## config.mk

```make
export PLATFORM = sky130hd
export DESIGN_NAME = direct_mode_data_port
export DESIGN_NICKNAME = d
export VERILOG_FILES = /design/src/include/dmp_pkg.sv /design/src/logic/direct_mode_data_port.sv
export SDC_FILE = /design/constraint.sdc
export NUM_CORES = 1
export LEC_CHECK = 0
export ABC_AREA = 1
export BUFFER_PORTS_ARGS = -buffer_cell sky130_fd_sc_hd__clkbuf_2
export CAP_MARGIN = 30
export CORE_ASPECT_RATIO = 1.75
export CORE_MARGIN = 2
export CORE_UTILIZATION = 44
export DETAILED_ROUTE_END_ITERATION = 7
export GPL_TIMING_DRIVEN = 1
export PLACE_DENSITY = 0.72
export SYNTH_ARGS = -nofsm -noshare
export SYNTH_HDL_FRONTEND = slang
export SYNTH_HIERARCHICAL = 1
export SYNTH_SLANG_ARGS = --single-unit
```

## constraint.sdc

```tcl
create_clock -name aclk -period 1.95 [get_ports aclk]
set_input_delay 0.2925 -clock aclk [delete_from_list [all_inputs] [get_ports aclk]]
set_output_delay 0.2925 -clock aclk [all_outputs]
set_load 0.005 [all_outputs]
```

## src/include/dmp_pkg.sv

```systemverilog
package dmp_pkg;
   // Register word indices; the byte address is four times the index.
   localparam logic [7:0] IDX_IEN1 = 8'h05;
   localparam logic [7:0] IDX_IEN2 = 8'h06;
   localparam logic [7:0] IDX_PINCFG = 8'h0E;
   localparam logic [7:0] IDX_MODCTL = 8'h71;
   localparam logic [7:0] IDX_CTL = 8'h7C;
   localparam logic [7:0] IDX_STAT = 8'h7D;
   // Field positions of the modulation control and pin config registers.
   localparam int TRCLK_LSB = 6;
   localparam int DTMOD_LSB = 4;
   localparam int ENINV_BIT = 3;
   localparam int MODTYP_LSB = 0;
   localparam int PIN_IRQ_BIT = 3;
   // Field positions of the control register.
   localparam int CTL_TXON = 0;
   localparam int CTL_RXON = 1;
   localparam int CTL_HALF_LSB = 16;
   // Encodings of the route, source and modulation fields.
   localparam logic [1:0] CLK_NONE = 2'h0;
   localparam logic [1:0] CLK_GPIO = 2'h1;
   localparam logic [1:0] CLK_SDO = 2'h2;
   localparam logic [1:0] CLK_IRQ = 2'h3;
   localparam logic [1:0] SRC_GPIO = 2'h0;
   localparam logic [1:0] SRC_SDI = 2'h1;
   localparam logic [1:0] SRC_FIFO = 2'h2;
   localparam logic [1:0] SRC_PN9 = 2'h3;
   localparam logic [1:0] MOD_GFSK = 2'h3;
   // Values after reset, and the bus response codes.
   localparam logic [7:0] MODCTL_RST = 8'h00;
   localparam logic [7:0] REG8_RST = 8'h00;
   localparam logic [15:0] HALF_RST = 16'h0004;
   localparam logic [8:0] PN9_SEED = 9'h1FF;
   localparam logic [1:0] RESP_OKAY = 2'h0;
   localparam logic [1:0] RESP_SLVERR = 2'h2;
endpackage

```

## src/logic/direct_mode_data_port.sv

```systemverilog
// The implementer's own choices: the address map and the AXI4-Lite slave port.
`timescale 1ns/1ns
// Operation
// - Async transmit takes input level at any rate.
// - Async transmit drives no bit clock.
// - Async input sampled every internal clock cycle; here the sampler stalls while the buffer is full.
// - Async transmit only FSK or OOK; here GFSK is not blocked, status bit 0 flags it.
// - Incoming bits pass straight to modulator; here they go through the sampler and the dmp_fifo buffer.
// - Route 10, select high: clock on SDO.
// - Select low: SDO is serial read data.
// - Route 11, no interrupts: clock on IRQ.
// - Source 01 uses serial data-in pin.
// - Select decides serial data-in pin role; here it gates only the receive drive, transmit sampling ignores it.
// - Pin config bit 3 puts IRQ on SDO.
// - Test source is nine-stage PN generator.
// - Source field picks GPIO, SDI, FIFO, PN9.
// - Route 00 none, 01 clock on GPIO.
// - Sync transmit: square clock, bit per rising edge.

// ==========================================================
// Elastic buffer between the sampler and the modulator.
module dmp_fifo #(
   parameter int WIDTH = 1,
   parameter int DEPTH = 8
) (
   // Clock and reset.
   input wire logic aclk,
   input wire logic aresetn,
   // Filling side.
   input wire logic in_valid,
   input wire logic [WIDTH-1:0] in_data,
   output logic in_ready,
   // Draining side.
   output logic out_valid,
   output logic [WIDTH-1:0] out_data,
   input wire logic out_ready
);
   localparam int AW = $clog2(DEPTH);
   typedef struct packed {
      logic [DEPTH-1:0][WIDTH-1:0] mem;
      logic [AW-1:0] rp;
      logic [AW-1:0] wp;
      logic [AW:0] cnt;
   } fst_t;
   fst_t st_ff, nxt_st;
   logic push, pop;

   if (DEPTH < 2 || (1 << AW) != DEPTH) begin : g_chk
      $error("dmp_fifo: DEPTH must be a power of two");
   end

   assign in_ready = st_ff.cnt != (AW+1)'(DEPTH);
   assign out_valid = st_ff.cnt != '0;
   assign out_data = st_ff.mem[st_ff.rp];
   assign push = in_valid && in_ready;
   assign pop = out_valid && out_ready;

   // Pointers wrap naturally because depth is a power of two.
   always_comb begin
      nxt_st = st_ff;
      if (push) begin
         nxt_st.mem[st_ff.wp] = in_data;
         nxt_st.wp = st_ff.wp + 1'b1;
      end
      if (pop) begin
         nxt_st.rp = st_ff.rp + 1'b1;
      end
      nxt_st.cnt = st_ff.cnt + (AW+1)'(push) - (AW+1)'(pop);
   end

   always_ff @(posedge aclk) begin
      if (!aresetn) begin
         st_ff <= '0;
      end else begin
         st_ff <= nxt_st;
      end
   end
endmodule

// ==========================================================
// Direct-mode data port with its register slave.
module direct_mode_data_port
   import dmp_pkg::*;
#(
   parameter int FIFO_DEPTH = 8
) (
   // Clock and reset.
   input wire logic aclk,
   input wire logic aresetn,
   // AXI4-Lite slave.
   input wire logic [11:0] s_axi_awaddr,
   input wire logic s_axi_awvalid,
   output logic s_axi_awready,
   input wire logic [31:0] s_axi_wdata,
   input wire logic [3:0] s_axi_wstrb,
   input wire logic s_axi_wvalid,
   output logic s_axi_wready,
   output logic [1:0] s_axi_bresp,
   output logic s_axi_bvalid,
   input wire logic s_axi_bready,
   input wire logic [11:0] s_axi_araddr,
   input wire logic s_axi_arvalid,
   output logic s_axi_arready,
   output logic [31:0] s_axi_rdata,
   output logic [1:0] s_axi_rresp,
   output logic s_axi_rvalid,
   input wire logic s_axi_rready,
   // Pins from the microcontroller side.
   input wire logic serial_select_n,
   input wire logic sdi_in,
   output logic sdi_out,
   output logic sdi_oe,
   output logic sdo_out,
   output logic interrupt_request_n,
   input wire logic gpio_data_in,
   output logic gpio_data_out,
   output logic gpio_data_oe,
   output logic gpio_clk_out,
   // Internal radio sources on this clock.
   input wire logic spi_read_data,
   input wire logic irq_source_n,
   input wire logic fifo_tx_bit,
   input wire logic rx_bit,
   // Transmit bits toward the modulator.
   output logic tx_bit,
   output logic tx_bit_valid,
   input wire logic tx_bit_ready
);
   typedef struct packed {
      logic aw_got;
      logic w_got;
      logic [7:0] aw_idx;
      logic [31:0] wdata;
      logic [3:0] wstrb;
      logic bvalid;
      logic [1:0] bresp;
      logic rvalid;
      logic [31:0] rdata;
      logic [1:0] rresp;
      logic [7:0] modctl;
      logic [7:0] ien1;
      logic [7:0] ien2;
      logic [7:0] pincfg;
      logic [31:0] ctl;
      logic [15:0] div;
      logic bclk;
      logic [8:0] pn;
      logic samp_v;
      logic samp;
      logic [1:0] sel_s;
      logic [1:0] sdi_s;
      logic [1:0] gpio_s;
      logic sdo;
      logic irq_n;
      logic sdi_o;
      logic sdi_e;
      logic gpio_o;
      logic gpio_e;
      logic gclk;
   } st_t;
   st_t st_ff, nxt_st;

   logic [1:0] trclk, dtmod;
   logic txon, rxon, sel_hi, async_tx, clk_run, tick, in_ready;
   logic no_irq, src_bit;

   // Byte-lane merge used by every writable register.
   function automatic logic [31:0] merge(input logic [31:0] old,
         input logic [31:0] nw, input logic [3:0] be);
      logic [31:0] r;
      r = old;
      for (int i = 0; i < 4; i++) begin
         if (be[i]) begin
            r[8*i +: 8] = nw[8*i +: 8];
         end
      end
      return r;
   endfunction

   assign trclk = st_ff.modctl[TRCLK_LSB +: 2];
   assign dtmod = st_ff.modctl[DTMOD_LSB +: 2];
   assign txon = st_ff.ctl[CTL_TXON];
   assign rxon = st_ff.ctl[CTL_RXON];
   assign sel_hi = st_ff.sel_s[1];
   assign no_irq = (st_ff.ien1 == '0) && (st_ff.ien2 == '0);
   // No route means no handshake, so sampling is free-running except from the PN9 source.
   assign async_tx = txon && trclk == CLK_NONE && dtmod != SRC_PN9;
   // The divider runs for a routed clock or for the test source.
   assign clk_run = (txon || rxon) && (trclk != CLK_NONE
      || dtmod == SRC_PN9);
   assign tick = clk_run && st_ff.div == '0 && !st_ff.bclk;

   // Data source selection from the synchronised pins, the buffer bit or PN9.
   always_comb begin
      unique case (dtmod)
         SRC_GPIO: src_bit = st_ff.gpio_s[1];
         SRC_SDI: src_bit = st_ff.sdi_s[1];
         SRC_FIFO: src_bit = fifo_tx_bit;
         SRC_PN9: src_bit = st_ff.pn[0];
      endcase
   end

   // ========================================================
   // Next-state logic.
   always_comb begin
      nxt_st = st_ff;
      // Two-stage synchronisers; only stage two is read.
      nxt_st.sel_s = {st_ff.sel_s[0], serial_select_n};
      nxt_st.sdi_s = {st_ff.sdi_s[0], sdi_in};
      nxt_st.gpio_s = {st_ff.gpio_s[0], gpio_data_in};

      // Write channel: address and data taken in either order.
      if (s_axi_awvalid && s_axi_awready) begin
         nxt_st.aw_got = 1'b1;
         nxt_st.aw_idx = s_axi_awaddr[9:2];
      end
      if (s_axi_wvalid && s_axi_wready) begin
         nxt_st.w_got = 1'b1;
         nxt_st.wdata = s_axi_wdata;
         nxt_st.wstrb = s_axi_wstrb;
      end
      if (st_ff.aw_got && st_ff.w_got) begin
         nxt_st.aw_got = 1'b0;
         nxt_st.w_got = 1'b0;
         nxt_st.bvalid = 1'b1;
         nxt_st.bresp = RESP_OKAY;
         unique case (st_ff.aw_idx)
            IDX_IEN1: nxt_st.ien1 = 8'(merge({24'h0, st_ff.ien1},
               st_ff.wdata, st_ff.wstrb));
            IDX_IEN2: nxt_st.ien2 = 8'(merge({24'h0, st_ff.ien2},
               st_ff.wdata, st_ff.wstrb));
            IDX_PINCFG: nxt_st.pincfg = 8'(merge({24'h0, st_ff.pincfg},
               st_ff.wdata, st_ff.wstrb));
            IDX_MODCTL: nxt_st.modctl = 8'(merge({24'h0, st_ff.modctl},
               st_ff.wdata, st_ff.wstrb));
            IDX_CTL: nxt_st.ctl = merge(st_ff.ctl, st_ff.wdata,
               st_ff.wstrb) & 32'hFFFF_0003;
            IDX_STAT: ;
            default: nxt_st.bresp = RESP_SLVERR;
         endcase
      end else if (st_ff.bvalid && s_axi_bready) begin
         nxt_st.bvalid = 1'b0;
      end

      // Read channel: answer one cycle after the address.
      if (s_axi_arvalid && s_axi_arready) begin
         nxt_st.rvalid = 1'b1;
         nxt_st.rresp = RESP_OKAY;
         unique case (s_axi_araddr[9:2])
            IDX_IEN1: nxt_st.rdata = {24'h0, st_ff.ien1};
            IDX_IEN2: nxt_st.rdata = {24'h0, st_ff.ien2};
            IDX_PINCFG: nxt_st.rdata = {24'h0, st_ff.pincfg};
            IDX_MODCTL: nxt_st.rdata = {24'h0, st_ff.modctl};
            IDX_CTL: nxt_st.rdata = st_ff.ctl;
            // Status: bit 0 GFSK with async transmit, bit 1 select
            // high, bit 2 bit clock, bit 3 sample, bits 12:4 PN9.
            IDX_STAT: nxt_st.rdata = {19'h0, st_ff.pn, st_ff.samp,
               st_ff.bclk, sel_hi, async_tx && st_ff.modctl
               [MODTYP_LSB +: 2] == MOD_GFSK};
            default: begin
               nxt_st.rdata = 32'h0000_0000;
               nxt_st.rresp = RESP_SLVERR;
            end
         endcase
      end else if (st_ff.rvalid && s_axi_rready) begin
         nxt_st.rvalid = 1'b0;
      end

      // Bit clock divider: square wave at the programmed rate.
      if (!clk_run) begin
         nxt_st.div = st_ff.ctl[CTL_HALF_LSB +: 16];
         nxt_st.bclk = 1'b0;
      end else if (st_ff.div == '0) begin
         nxt_st.div = st_ff.ctl[CTL_HALF_LSB +: 16];
         nxt_st.bclk = !st_ff.bclk;
      end else begin
         nxt_st.div = st_ff.div - 16'h0001;
      end
      if (tick) begin
         nxt_st.pn = {st_ff.pn[4] ^ st_ff.pn[0], st_ff.pn[8:1]};
      end

      // Sampler: holds its bit while the buffer is full.
      if (st_ff.samp_v && in_ready) begin
         nxt_st.samp_v = 1'b0;
      end
      if (txon && (async_tx || tick) && (!st_ff.samp_v || in_ready))
            begin
         nxt_st.samp_v = 1'b1;
         nxt_st.samp = src_bit ^ st_ff.modctl[ENINV_BIT];
      end

      // Pin routing, registered so the pads see clean levels.
      if (!sel_hi) begin
         nxt_st.sdo = spi_read_data;
      end else if (trclk == CLK_SDO && (txon || rxon)) begin
         nxt_st.sdo = st_ff.bclk;
      end else if (st_ff.pincfg[PIN_IRQ_BIT]) begin
         nxt_st.sdo = irq_source_n;
      end else begin
         nxt_st.sdo = spi_read_data;
      end
      nxt_st.irq_n = (trclk == CLK_IRQ && no_irq && (txon || rxon))
         ? st_ff.bclk : irq_source_n;
      nxt_st.sdi_e = rxon && dtmod == SRC_SDI && sel_hi;
      nxt_st.sdi_o = rx_bit;
      nxt_st.gpio_e = rxon && dtmod == SRC_GPIO;
      nxt_st.gpio_o = rx_bit;
      nxt_st.gclk = trclk == CLK_GPIO && st_ff.bclk;
   end

   always_ff @(posedge aclk) begin
      if (!aresetn) begin
         st_ff <= '0;
         st_ff.modctl <= MODCTL_RST;
         st_ff.pincfg <= REG8_RST;
         st_ff.ctl <= {HALF_RST, 16'h0000};
         st_ff.pn <= PN9_SEED;
         st_ff.sdo <= 1'b1;
         st_ff.irq_n <= 1'b1;
      end else begin
         st_ff <= nxt_st;
      end
   end

   // Buffer toward the modulator; the sampler stalls on it.
   dmp_fifo #(.WIDTH(1), .DEPTH(FIFO_DEPTH)) u_fifo (
      .aclk(aclk),
      .aresetn(aresetn),
      .in_valid(st_ff.samp_v),
      .in_data(st_ff.samp),
      .in_ready(in_ready),
      .out_valid(tx_bit_valid),
      .out_data(tx_bit),
      .out_ready(tx_bit_ready)
   );

   assign s_axi_awready = !st_ff.aw_got && !st_ff.bvalid;
   assign s_axi_wready = !st_ff.w_got && !st_ff.bvalid;
   assign s_axi_bvalid = st_ff.bvalid;
   assign s_axi_bresp = st_ff.bresp;
   assign s_axi_arready = !st_ff.rvalid;
   assign s_axi_rvalid = st_ff.rvalid;
   assign s_axi_rdata = st_ff.rdata;
   assign s_axi_rresp = st_ff.rresp;
   assign sdo_out = st_ff.sdo;
   assign interrupt_request_n = st_ff.irq_n;
   assign sdi_out = st_ff.sdi_o;
   assign sdi_oe = st_ff.sdi_e;
   assign gpio_data_out = st_ff.gpio_o;
   assign gpio_data_oe = st_ff.gpio_e;
   assign gpio_clk_out = st_ff.gclk;
endmodule

```

# After elaboration in Yosys (flattened, before gate mapping)
# Cells that the tools add are included.
# word_totals
rom_bits	0
ramBits	0
out_inout_bits	50
reg_bits	192
n_memories	0
latch_bits	0
input_bits	75
# classes
n_eq_ne	21
div	0
mux	22
n_bitwise	3
reduce_logical	58
n_shift	0
add_sub_neg	5
n_lt_le_gt_ge	3
multipliers	0
# ops
op	n
32-bit one-hot mux with 6 select lines	1
8-bit by 7-bit == test with 1-bit output, second input constant	6
8-bit by 3-bit == test with 1-bit output, second input constant	4
1-bit logical AND	27
3-bit AND reduction	7
17-bit two-way mux	1
8-bit by 4-bit == test with 1-bit output, second input constant	2
16-bit zero test	1
8-bit zero test	2
16-bit two-way mux	1
16-bit by 1-bit subtractor with 16-bit output, second input constant	1
1-bit two-way mux	12
6-bit OR reduction	2
2-bit == test, second input constant	5
8-bit bitwise mux	1
3-bit by 4-bit < comparator with 1-bit output, second input constant	2
2-bit nonzero test	4
3-bit by 1-bit adder with 3-bit output, second input constant	2
1-bit zero test	6
2-bit two-way mux	3
4-bit by 1-bit adder with 4-bit output	1
2-bit by 1-bit == test with 1-bit output, second input constant	2
2-bit zero test	2
1-bit logical OR	4
other kinds (12)	13

# Logic depth before layout (Yosys ltp)
# Gate-level depths: netlist of the first run.
# logic_depth
ltp_word	9
depth_mapped	12
mapped_depth_nobuf	12

# By module
# Netlist of the first run, hierarchy kept.
# modules_own_cells
mod	n_inst	cells_per_inst	seq_area_each_um2	area_per_inst_um2
direct_mode_data_port	1	973	3203.1	7083.0
dmp_fifo	1	166	360.3	1094.8

# Least setup slack after synthesis of the first run
# No wires, ideal clock.
# synth_timing
kind	register to register
from	register u_fifo/st_ff[2] in the netlist's numbering
to	register u_fifo/st_ff[2] in the netlist's numbering
setup_slack_ps	-52
n_path_buf	1
setup_time_ps	114
path_stages_with_launch	13
t_arrival_ps	1887
path_cell_list	dfxtp_1 inv_1 ha_1 nand3_1 nand2_1 buf_6 ha_1 inv_1 ha_1 inv_1 fa_1 xor2_1 nor2_1
# synth_via
elab_chain_cells	4
elab_cells_between_ends	6
# synth_rtl
element	line	source
from (decl)	direct_mode_data_port.sv:45	fst_t st_ff, nxt_st;
from (signal assigned)	direct_mode_data_port.sv:75	st_ff <= nxt_st;
4-bit != test	direct_mode_data_port.sv:52	assign in_ready = st_ff.cnt != (AW+1)'(DEPTH);
1-bit logical AND	direct_mode_data_port.sv:55	assign push = in_valid && in_ready;
4-bit by 1-bit adder with 4-bit output	direct_mode_data_port.sv:68	nxt_st.cnt = st_ff.cnt + (AW+1)'(push) - (AW+1)'(pop);
4-bit by 1-bit subtractor with 4-bit output *	direct_mode_data_port.sv:68	
# Mark *: on every way between the ends. The rest lies on a longest branch, timed or not.
# A chain may end at the register's enable or synchronous reset.

# Worst setup path in the final report of the first run
# layout_timing
from	register u_fifo/st_ff[2] in the netlist's numbering
to	register u_fifo/st_ff[1] in the netlist's numbering
# layout_via
elab_chain_cells	4
elab_cells_between_ends	6
# layout_rtl
element	line	source
4-bit != test	direct_mode_data_port.sv:52	
via in_ready	direct_mode_data_port.sv:164	logic txon, rxon, sel_hi, async_tx, clk_run, tick, in_ready;
1-bit logical AND	direct_mode_data_port.sv:55	
4-bit by 1-bit adder with 4-bit output	direct_mode_data_port.sv:68	
4-bit by 1-bit subtractor with 4-bit output	direct_mode_data_port.sv:68	
# The timed path passes the listed nets, and every way through them passes these cells.

==> results of run 1 <==
-- metal layers --
metal	vias to the layer above	track usage, %	share of wire (%)	routed length (um)
li1	3784	-	-	-
met4	0	6.55	1.8	352
met1	3357	23.7	43	8330
met2	145	36.4	52	9980
met5	-	0	0	0
met3	30	4.03	3.7	709
-- worst min-delay path by stage --
stage,start,endpoint,slack [ps]
floorplan,rx_bit,gpio_data_out,390
global placement,nxt_st[12],sel_hi,390
detailed placement,nxt_st[12],sel_hi,400
CTS,rx_bit,gpio_data_out,30
global route,gpio_data_in,nxt_st[8],30
finish,rx_bit,gpio_data_out,40
-- repair_timing --
action,4_1_cts,5_1_grt
buffers inserted,0,0
pin swaps,0,3
resized for setup,5,4
endpoints found under the setup margin,2,2
-- critical path: cells and delay by family (launching register included) --
| kind | cells | cell delay [ps] |
|---|---|---|
| and+or+nand+nor | 3 | 220 |
| adders and majority gates | 4 | 1040 |
| buffers and inverters | 3 | 170 |
| DFF | 1 | 330 |
-- cells in the final DEF, fill, tap and decap left out, types with 3 or more instances in the layout --
master	synthesis	layout
nand2_1	207	205
nor2_1	183	183
dfxtp_1	178	176
clkbuf_2	0	101
inv_1	92	89
a21oi_1	87	87
o21ai_0	83	83
nand3_1	80	78
nand4_1	31	31
buf_4	41	24
o21ai_1	22	22
clkbuf_16	0	17
inv_2	14	16
nor3_1	10	10
nor2_2	8	8
xnor2_1	8	8
ha_1	10	6
conb_1	1	5
nand3_2	2	4
clkinv_2	2	3
nand4_2	3	3
o211ai_1	3	3
xor2_1	3	3
a211oi_1	3	3
a31oi_1	3	3
nor4_1	3	3
clkinv_4	0	3
inv_8	0	3
inv_6	0	3
-- registers in the layout, indices dropped and copies added, names as in the netlist --
signal,flops
s_axi_rresp,1
gpio_data_out,1
gpio_data_oe,1
st_ff,114
sel_hi,1
sdi_oe,1
s_axi_bresp,1
s_axi_rdata,29
gpio_clk_out,1
u_fifo/st_ff,18
rxon,1
interrupt_request_n,1
nxt_st,3
dtmod,2
s_axi_rvalid,1
sdo_out,1
s_axi_bvalid,1
-- report_power, final --
| group | switching (W) | total [W] | internal, W |
|---|---|---|---|
| registers | 0.000161 | 0.00397 | 0.00381 |
| logic | 0.000640 | 0.00112 | 0.000479 |
| clock network | 0.00156 | 0.00340 | 0.00184 |
-- Yosys cell counts --
cell      count  area, um^2
nand2_1     207         777
nor2_1      183         687
dfxtp_1     178        3560
inv_1        92         345
a21oi_1      87         435
o21ai_0      83         415
nand3_1      80         400
buf_4        41         308
nand4_1      31         194
o21ai_1      22         110
clkbuf_1     21        78.8
inv_2        14        52.6
buf_2        13        65.1
ha_1         10         125
nor3_1       10        50.1
nor2_2        8        50.1
xnor2_1       8        70.1
buf_6         7        78.8
buf_1         4        15.0
a211oi_1      3        22.5
a31oi_1       3        18.8
nand4_2       3        37.5
nor4_1        3        18.8
o211ai_1      3        22.5
xor2_1        3        26.3
a211oi_2      2        25.0
clkinv_2      2        10.0
nand3_2       2        20.0
clkinv_1      1        3.75
conb_1        1        3.75
fa_1          1        20.0
inv_4         1        6.26
nand2_2       1        6.26
nand2_4       1        11.3
nand3_4       1        17.5
nor2_4        1        11.3
nor2b_1       1        6.26
nor3_2        1        10.0
nor3_4        1        16.3
nor3b_1       1        7.51
o211ai_2      1        12.5
o21a_1        1        7.51
o21ai_2       1        8.76
or2_0         1        6.26
-- through the flow --
step / utilization [%] / setup TNS (ps) / total power [W] / cell area [um^2] / worst slack (ps)
after floorplan: - / 0 / 0.00479 / 8230 / 26.4
after global placement: 47.3 / 0 / 0.00509 / 8700 / 32.7
after detailed placement: 47.3 / -51.9 / 0.00513 / 8700 / -36.9
after CTS: 50.5 / 0 / 0.00853 / 9300 / 10.7
after global routing: 50.6 / 0 / 0.00890 / 9310 / 5.44
final: 50.6 / 0 / 0.00849 / 9310 / 70.0
-- cell type report --
class,count,area share (%)
sequential,178,38.3
clock inverter,13,1.56
tap,238,3.20
timing repair buffer,127,7.79
multi-input combinational,769,39.9
clock buffer,18,4.72
inverter,110,4.51
-- kinds of logic after synthesis --
kind of cell             synth area share [%]
adder cells (fa/ha/maj)                  1.77
other                                  0.0459
flip-flops                               43.6
AND/OR/NAND/NOR                          28.5
XOR/XNOR                                 1.18
AO/OA/AOI/OAI                            13.2
buffers and inverters                    11.8
==> results.cfg, run 1 <==
[outcome]
outcome = finished, final reports clean

[die]
dieArea_um2 = 19700
core_area_um2 = 18400
initial_core_util_pct = 44.4
io_pins = 125
die_y_um = 184
die_x_um = 107
rows = 66

[route]
avgRoutedWirePerCell_um = 13.3
routed-via-count = 7316
drt_iter0_drc = 327
viasPerCell = 5.04
ant_nets = 0
first_pass_iters = 5
wl_mm = 19.4
drc = 0

[setup_path]
slowest_delay_ps = 510
r2r.worst_path.cells = 10
worstPathRequired_ps = 2280
crit_fanout = 3
endpoint = u_fifo/st_ff[1]
cp-start-kind = flop
worst_r2r_endpoint = u_fifo/st_ff[1]
slowest_stage = fa_2
arrival_ps = 2210
crit_chain = inv_4 -> ha_2 -> nand3_2 -> nand2_4 -> ha_4 -> inv_1 -> ha_2 -> inv_1 -> fa_2 -> nor2_1
setup.worst_path.class = flop to flop
regToRegStartpoint = u_fifo/st_ff[2]
worstSetupStartpoint = u_fifo/st_ff[2]
end_kind = flop
rrSetupSlack_ps = 70

[placed_design]
hpwl_mm = 14.3
dp_cells = 1422
portBuffers = 102
place_congestion = 0.907

[final_layout]
seqCellArea_um2 = 3570
layoutNonFillerInstCount = 1453
fillCellCount = 1839
drive_gt1_share_pct = 17.4
area_growth_pct = 13.9
antenna_cells = 0
nets = 1289
multiInputGateArea_um2 = 3720

[grt]
antenna_found_initial = 0
grt_max_degree = 51
overflow = 0
grt_usage_pct = 20.2
grt_pass1_vias = 6811
grt_pass1_wl_mm = 32.0

[clocking]
numCtsBuffers = 17
clk_path_buf_depth = 2
ctsHtreeMaxLevel = 4
cts.sinks = 178
cts_hold_buf = 0
ctsRootBufferMaster = clkbuf_16
tritoncts = built
clk_latency_ps = 440
clkSlewWorstSetupHoldPaths_ps = 70

[synth]
synth-seq-cells = 178
ys_warn_count = 6
ys_types = 44
syn_inst = 1139
seq_area_frac_synth_pct = 43.6
syn_area_um2 = 8180
synth_area_per_cell_um2 = 7.18

[timing]
rsz0062_at_grt = no
holdWs_ps = 38.2
clock_skew_ps = 11.3
drv_slew = 0
setup_violations = 0
period_needed_ps = 1880
hold_violations = 0
period_share_pct = 96.4
max_freq_mhz = 532

[run]
drv_cap = 0

[power_and_ir_drop]
p_leak_nw = 4.13
ir_drop_v = 0.000500
power_density_nw_per_um2 = 912

[min_path]
holdPathStages = 3
worst_hold_path_type = primary input to flop
(Power assumes the default switching activity.)
==> run 2: changes to the inputs <==
--- a/config.mk
+++ b/config.mk
@@ -13,6 +13,7 @@
 export CORE_UTILIZATION = 44
 export DETAILED_ROUTE_END_ITERATION = 7
 export GPL_TIMING_DRIVEN = 1
+export HOLD_SLACK_MARGIN = 0.08
 export PLACE_DENSITY = 0.72
 export SYNTH_ARGS = -nofsm -noshare
 export SYNTH_HDL_FRONTEND = slang
==> run 2 against run 1 <==
  * Clock power about the same
  * Clock skew about the same
  * First-iteration DRC count up 12%
  * Critical path depth up 1
  * Count of clock-buffer cells in the layout unchanged
  * Hold slack gained 60 ps
  * Setup slack barely moved
  * Via count is 0.60% higher
==> results.cfg, run 2 (same netlist as run 1, synthesis figures left out) <==
[setup_path]
crit_fanout = 2
cp-start-kind = flop
slowest_stage = fa_2
worstPathRequired_ps = 2280
setup.worst_path.class = flop to flop
crit_chain = inv_2 -> ha_4 -> nand3_2 -> nand2_2 -> inv_2 -> ha_4 -> inv_1 -> ha_2 -> inv_1 -> fa_2 -> nor2_1
slowest_delay_ps = 510
end_kind = flop
regToRegStartpoint = u_fifo/st_ff[3]
worstSetupStartpoint = u_fifo/st_ff[3]
arrival_ps = 2210

[final_layout]
fillCellCount = 1833
layoutNonFillerInstCount = 1457
nets = 1293
final_common_cell = nand2_1
area_growth_pct = 14.4
fin_area_um2 = 9350
layout_common_cells = nand2_1, nor2_1, dfxtp_1, clkbuf_2, inv_1
drive_gt1_share_pct = 17.4
largest_register_ffs = 114
antenna_cells = 0
largest-register = st_ff

[clocking]
tritoncts = built
clk_latency_ps = 440
ctsRootBufferMaster = clkbuf_16
numCtsBuffers = 17
ctsHtreeMaxLevel = 4
post_cts_buffers = 0
cts.sinks = 178
clk_path_buf_depth = 2
clkSlewWorstSetupHoldPaths_ps = 70

[power_and_ir_drop]
p_leak_nw = 4.15
power_density_nw_per_um2 = 908
ir_drop_v = 0.000500

[grt]
grt_usage_pct = 20.2
antenna_found_initial = 0
overflow = 0
grt_pass1_wl_mm = 32.0
grt_max_degree = 51
grt_pass1_vias = 6839

[placed_design]
pre_cts_slack_ps = -36.9
postPlaceCellArea_um2 = 8700
portBuffers = 102
hpwl_mm = 14.3
place_congestion = 0.907
dp_cells = 1422

[route]
drt_iter0_drc = 366
routed-via-count = 7360
wl_met2_mm = 10.0
routed.top_layer = met4
avgRoutedWirePerCell_um = 13.3
viasPerCell = 5.05
ant_nets = 0
first_pass_iters = 5
wl_met1_mm = 8.24
drc = 0
wl_mm = 19.4
dr_wl_met3_um = 821

[timing]
max_freq_mhz = 532
slew_headroom_pct = 67.2
period_needed_ps = 1880
clock_skew_ps = 11.5
finalSetupTns_ps = 0
period_share_pct = 96.4
timing.final.ws_setup_ps = 69.8
rsz0062_at_grt = no
worstMarginPinSlew_ps = 489
hold_violations = 0
drv_slew = 0
setup_violations = 0

[die]
initial_core_util_pct = 44.4
io_pins = 125
dieArea_um2 = 19700
core_area_um2 = 18400
die_y_um = 184
die_x_um = 107
rows = 66

[min_path]
min_from = s_axi_awaddr[2]
worst_hold_path_type = primary input to flop

[run]
drv_cap = 0

[outcome]
outcome = finished, final reports clean
## run 2: cell count changes in the layout (fill, tap and decap cells not counted)
cell,change
dlygate4sd3_1,+4
## run 2: critical path: cells and delay by family, from the launching register on
family                   cells  cell delay, ps
adder cells (fa/ha/maj)      4            1020
buffers and inverters        4             220
flip-flops                   1             350
AND/OR/NAND/NOR              3             180
## run 2: final timing paths
path         slack (ps)  depth (start not counted)         endpoint
min                 100                          3       st_ff[179]
max reg2reg          70                         11  u_fifo/st_ff[1]
max                  70                         11  u_fifo/st_ff[1]
min reg2reg         420                          2           sel_hi
## run 2: stage by stage
step / hold WS, ps / utilization, % / total power, W
floorplan: 390 / - / 0.00479
global placement: 395 / 47.3 / 0.00509
detailed placement: 404 / 47.3 / 0.00513
CTS: 88.1 / 50.7 / 0.00853
global route: 107 / 50.8 / 0.00890
finish: 98.6 / 50.8 / 0.00849
## run 2: where the power goes
group          internal [W]  total [W]  switching, W
Clock               0.00184    0.00340       0.00156
Combinational      0.000484    0.00112      0.000640
Sequential          0.00381    0.00397      0.000162
Total               0.00613    0.00849       0.00236
## run 2: per-layer routing
metal	track usage [%]	up-vias
met2	36.5	173
met4	6.60	0
met3	4.03	30
met5	0	-
met1	23.7	3359
li1	-	3798
## run 2: what timing repair did
item,CTS,global route
resized for setup,5,4
endpoints found under the setup margin,2,2
endpoints found under the hold margin,4,0
hold buffers,4,0
pin swaps,0,3
## run 2: final cells by class
cell class	instances	area, um^2	area share (%)
repair buffers	131	766	8.19
well taps	238	298	3.18
clock inverters	13	145	1.55
inverters	110	420	4.49
multi-input cells	769	3720	39.8
flip-flops and latches	178	3570	38.1
clock buffers	18	439	4.70
==> run 3: changes to the inputs <==
--- a/config.mk
+++ b/config.mk
@@ -5,12 +5,12 @@
 export SDC_FILE = /design/constraint.sdc
 export NUM_CORES = 1
 export LEC_CHECK = 0
-export ABC_AREA = 1
 export BUFFER_PORTS_ARGS = -buffer_cell sky130_fd_sc_hd__clkbuf_2
 export CAP_MARGIN = 30
 export CORE_ASPECT_RATIO = 1.75
 export CORE_MARGIN = 2
 export CORE_UTILIZATION = 44
+export CTS_BUF_LIST = sky130_fd_sc_hd__clkbuf_4
 export DETAILED_ROUTE_END_ITERATION = 7
 export GPL_TIMING_DRIVEN = 1
 export HOLD_SLACK_MARGIN = 0.08
==> run 3 against run 2 <==
  * The run now ends with setup timing left
  * First-iteration DRC count rose by 3.3%
  * Die area decreased by 5.2%
  * Register-to-register slack worse by 210 ps
  * Global-route usage rose by 0.80 points
  * Hold slack better by 22 ps
  * Count of clock-buffer cells in the layout decreased by 1
  * Cell area increased by 0.94%
  * Total power shrank 12%
  * Clock skew grew 10 ps
  * Combinational power rose by 18%
  * Utilization is 3.5 points higher
  * Setup slack worse by 260 ps
==> results.cfg, run 3 <==
[die]
die_y_um = 179
initial_core_util_pct = 44.6
core_area_um2 = 17400
io_pins = 125
dieArea_um2 = 18700
die_x_um = 104
rows = 64

[power_and_ir_drop]
design_power_total_w = 0.00749
power_density_nw_per_um2 = 793
ir_drop_v = 0.000424
p_leak_nw = 3.66

[timing]
period_share_pct = 110
hold_violations = 0
clock_skew_ps = 21.8
holdWs_ps = 120
setup_violations = 4
rsz0062_at_grt = yes
period_needed_ps = 2140
timing.final.ws_setup_ps = -189
max_freq_mhz = 467
drv_slew = 0

[route]
ant_nets = 0
routed-via-count = 6666
drt_iter0_drc = 378
drc = 0
viasPerCell = 5.21
avgRoutedWirePerCell_um = 15.1
wl_mm = 19.3
first_pass_iters = 5

[final_layout]
nets = 1120
fin_area_um2 = 9440
final_common_cell = nand2_1
layoutNonFillerInstCount = 1279
largest_register_ffs = 114
finish.utilization_pct = 54.3
area_growth_pct = 21.9
drive_gt1_share_pct = 22.0
layout_common_cells = nand2_1, dfxtp_1, clkbuf_2, a21oi_1, nor2_1
largest-register = st_ff
fillCellCount = 1597

[clocking]
tritoncts = built
ctsHtreeMaxLevel = 4
clkSlewWorstSetupHoldPaths_ps = 160
cts.sinks = 178
clk_latency_ps = 570
numCtsBuffers = 17
ctsRootBufferMaster = clkbuf_4
clk_path_buf_depth = 2

[synth]
ys_warn_count = 6
synth-seq-cells = 178
synthMostInstantiatedCell = dfxtp_1
syn_area_um2 = 7740
yosysTopAreaCell = dfxtp_1
async_reset_ff_share_pct = 0
ys_types = 63
syn_inst = 894
seq_area_frac_synth_pct = 46.0
synth_area_per_cell_um2 = 8.66
synth_edf_count = 0
synthTopCellsByArea = dfxtp_1, nand2_1, mux2i_1, a21oi_1, buf_4
synth_top_area_share_pct = 46.0
yosys_most_used_dff = dfxtp_1
synthTopCellsByCount = dfxtp_1, nand2_1, a21oi_1

[setup_path]
end_kind = output port
cp-start-kind = flop
worstPathRequired_ps = 1660
arrival_ps = 1850
setup.worst_path.class = flop to output port
crit_fanout = 3

[placed_design]
postPlaceCellArea_um2 = 8530
portBuffers = 102
place_congestion = 0.895
dp_cells = 1196
hpwl_mm = 13.4

[grt]
grt_pass1_vias = 6593
grt_pass1_wl_mm = 32.1
grt_max_degree = 90
overflow = 0
antenna_found_initial = 1
grt_usage_pct = 21.0

[run]
drv_cap = 0

[outcome]
violations = setup timing
outcome = finished, violations left

[min_path]
worst_hold_path_type = primary input to flop
## run 3: cell count changes in the layout (fill, tap and decap cells not counted), moves of 18 or more
cell | before | now
nor2_1 | 183 | 69
inv_1 | 89 | 6
nand3_1 | 78 | 26
mux2i_1 | 0 | 43
dlygate4sd3_1 | 4 | 45
o21ai_0 | 83 | 46
nand2_1 | 205 | 173
a22oi_1 | 0 | 24
buf_4 | 24 | 45
o21ai_1 | 22 | 2
nand4_1 | 31 | 13
## run 3: area by class of cell
type | count | area [um^2] | area share, %
multi-input combinational | 623 | 3770 | 39.9
sequential | 178 | 3580 | 37.9
timing repair buffer | 199 | 1420 | 15.1
tap | 231 | 289 | 3.06
clock inverter | 15 | 189 | 2.00
clock buffer | 17 | 128 | 1.35
inverter | 15 | 61.3 | 0.649
antenna | 1 | 2.50 | 0.0265
## run 3: path summary, 6_finish.rpt
path	startpoint	cells past startpoint	slack, ps	end
setup / recovery	u_fifo/st_ff[7]	3	-190	tx_bit
setup reg to reg	u_fifo/st_ff[2]	13	-140	u_fifo/st_ff[2]
hold reg to reg	st_ff[168]	2	450	st_ff[62]
hold / removal	s_axi_araddr[3]	3	120	s_axi_rdata[0]
## run 3: routing by layer
metal  track usage, %  share of wire [%]  up-vias
li1                 -                  -     3357
met3             3.48                3.8       38
met2             39.3                 53      191
met4             7.95                2.6        0
met5                0                  0        -
met1             23.5                 41     3080
## run 3: through the flow
step,setup TNS [ps],setup WS (ps)
global placement,-212,-128
detailed placement,-956,-155
finish,-452,-189
floorplan,-183,-119
global route,-797,-277
CTS,-491,-235
## run 3: worst max-delay path, stage by stage (launching register included)
cell and delay [ps]:
dfxtp_4 400, mux4_2 490, mux2_2 280, clkbuf_2 120
## run 3: where the power goes
| part | switching [W] | internal (W) |
|---|---|---|
| Sequential | 0.000134 | 0.00378 |
| Clock | 0.00143 | 0.000829 |
| Combinational | 0.000620 | 0.000697 |
## run 3: logic make-up after synthesis
kind of cell	after synthesis	share of synthesized area (%)
AND/OR/NAND/NOR	366	22.7
flip-flops	178	46.0
AO/OA/AOI/OAI	177	13.5
buffers and inverters	97	7.30
multiplexers	48	6.71
XOR/XNOR	16	1.81
adder cells (fa/ha/maj)	11	1.87
other	1	0.0484
## run 3: timing repair
action / in CTS / in global routing
pin swaps: 8 / 1
buffers inserted: 3 / 2
endpoints found under the setup margin: 13 / 47
hold buffers: 45 / 0
resized for setup: 13 / 14
gates cloned: 0 / 0
hold endpoints to repair: 44 / 0
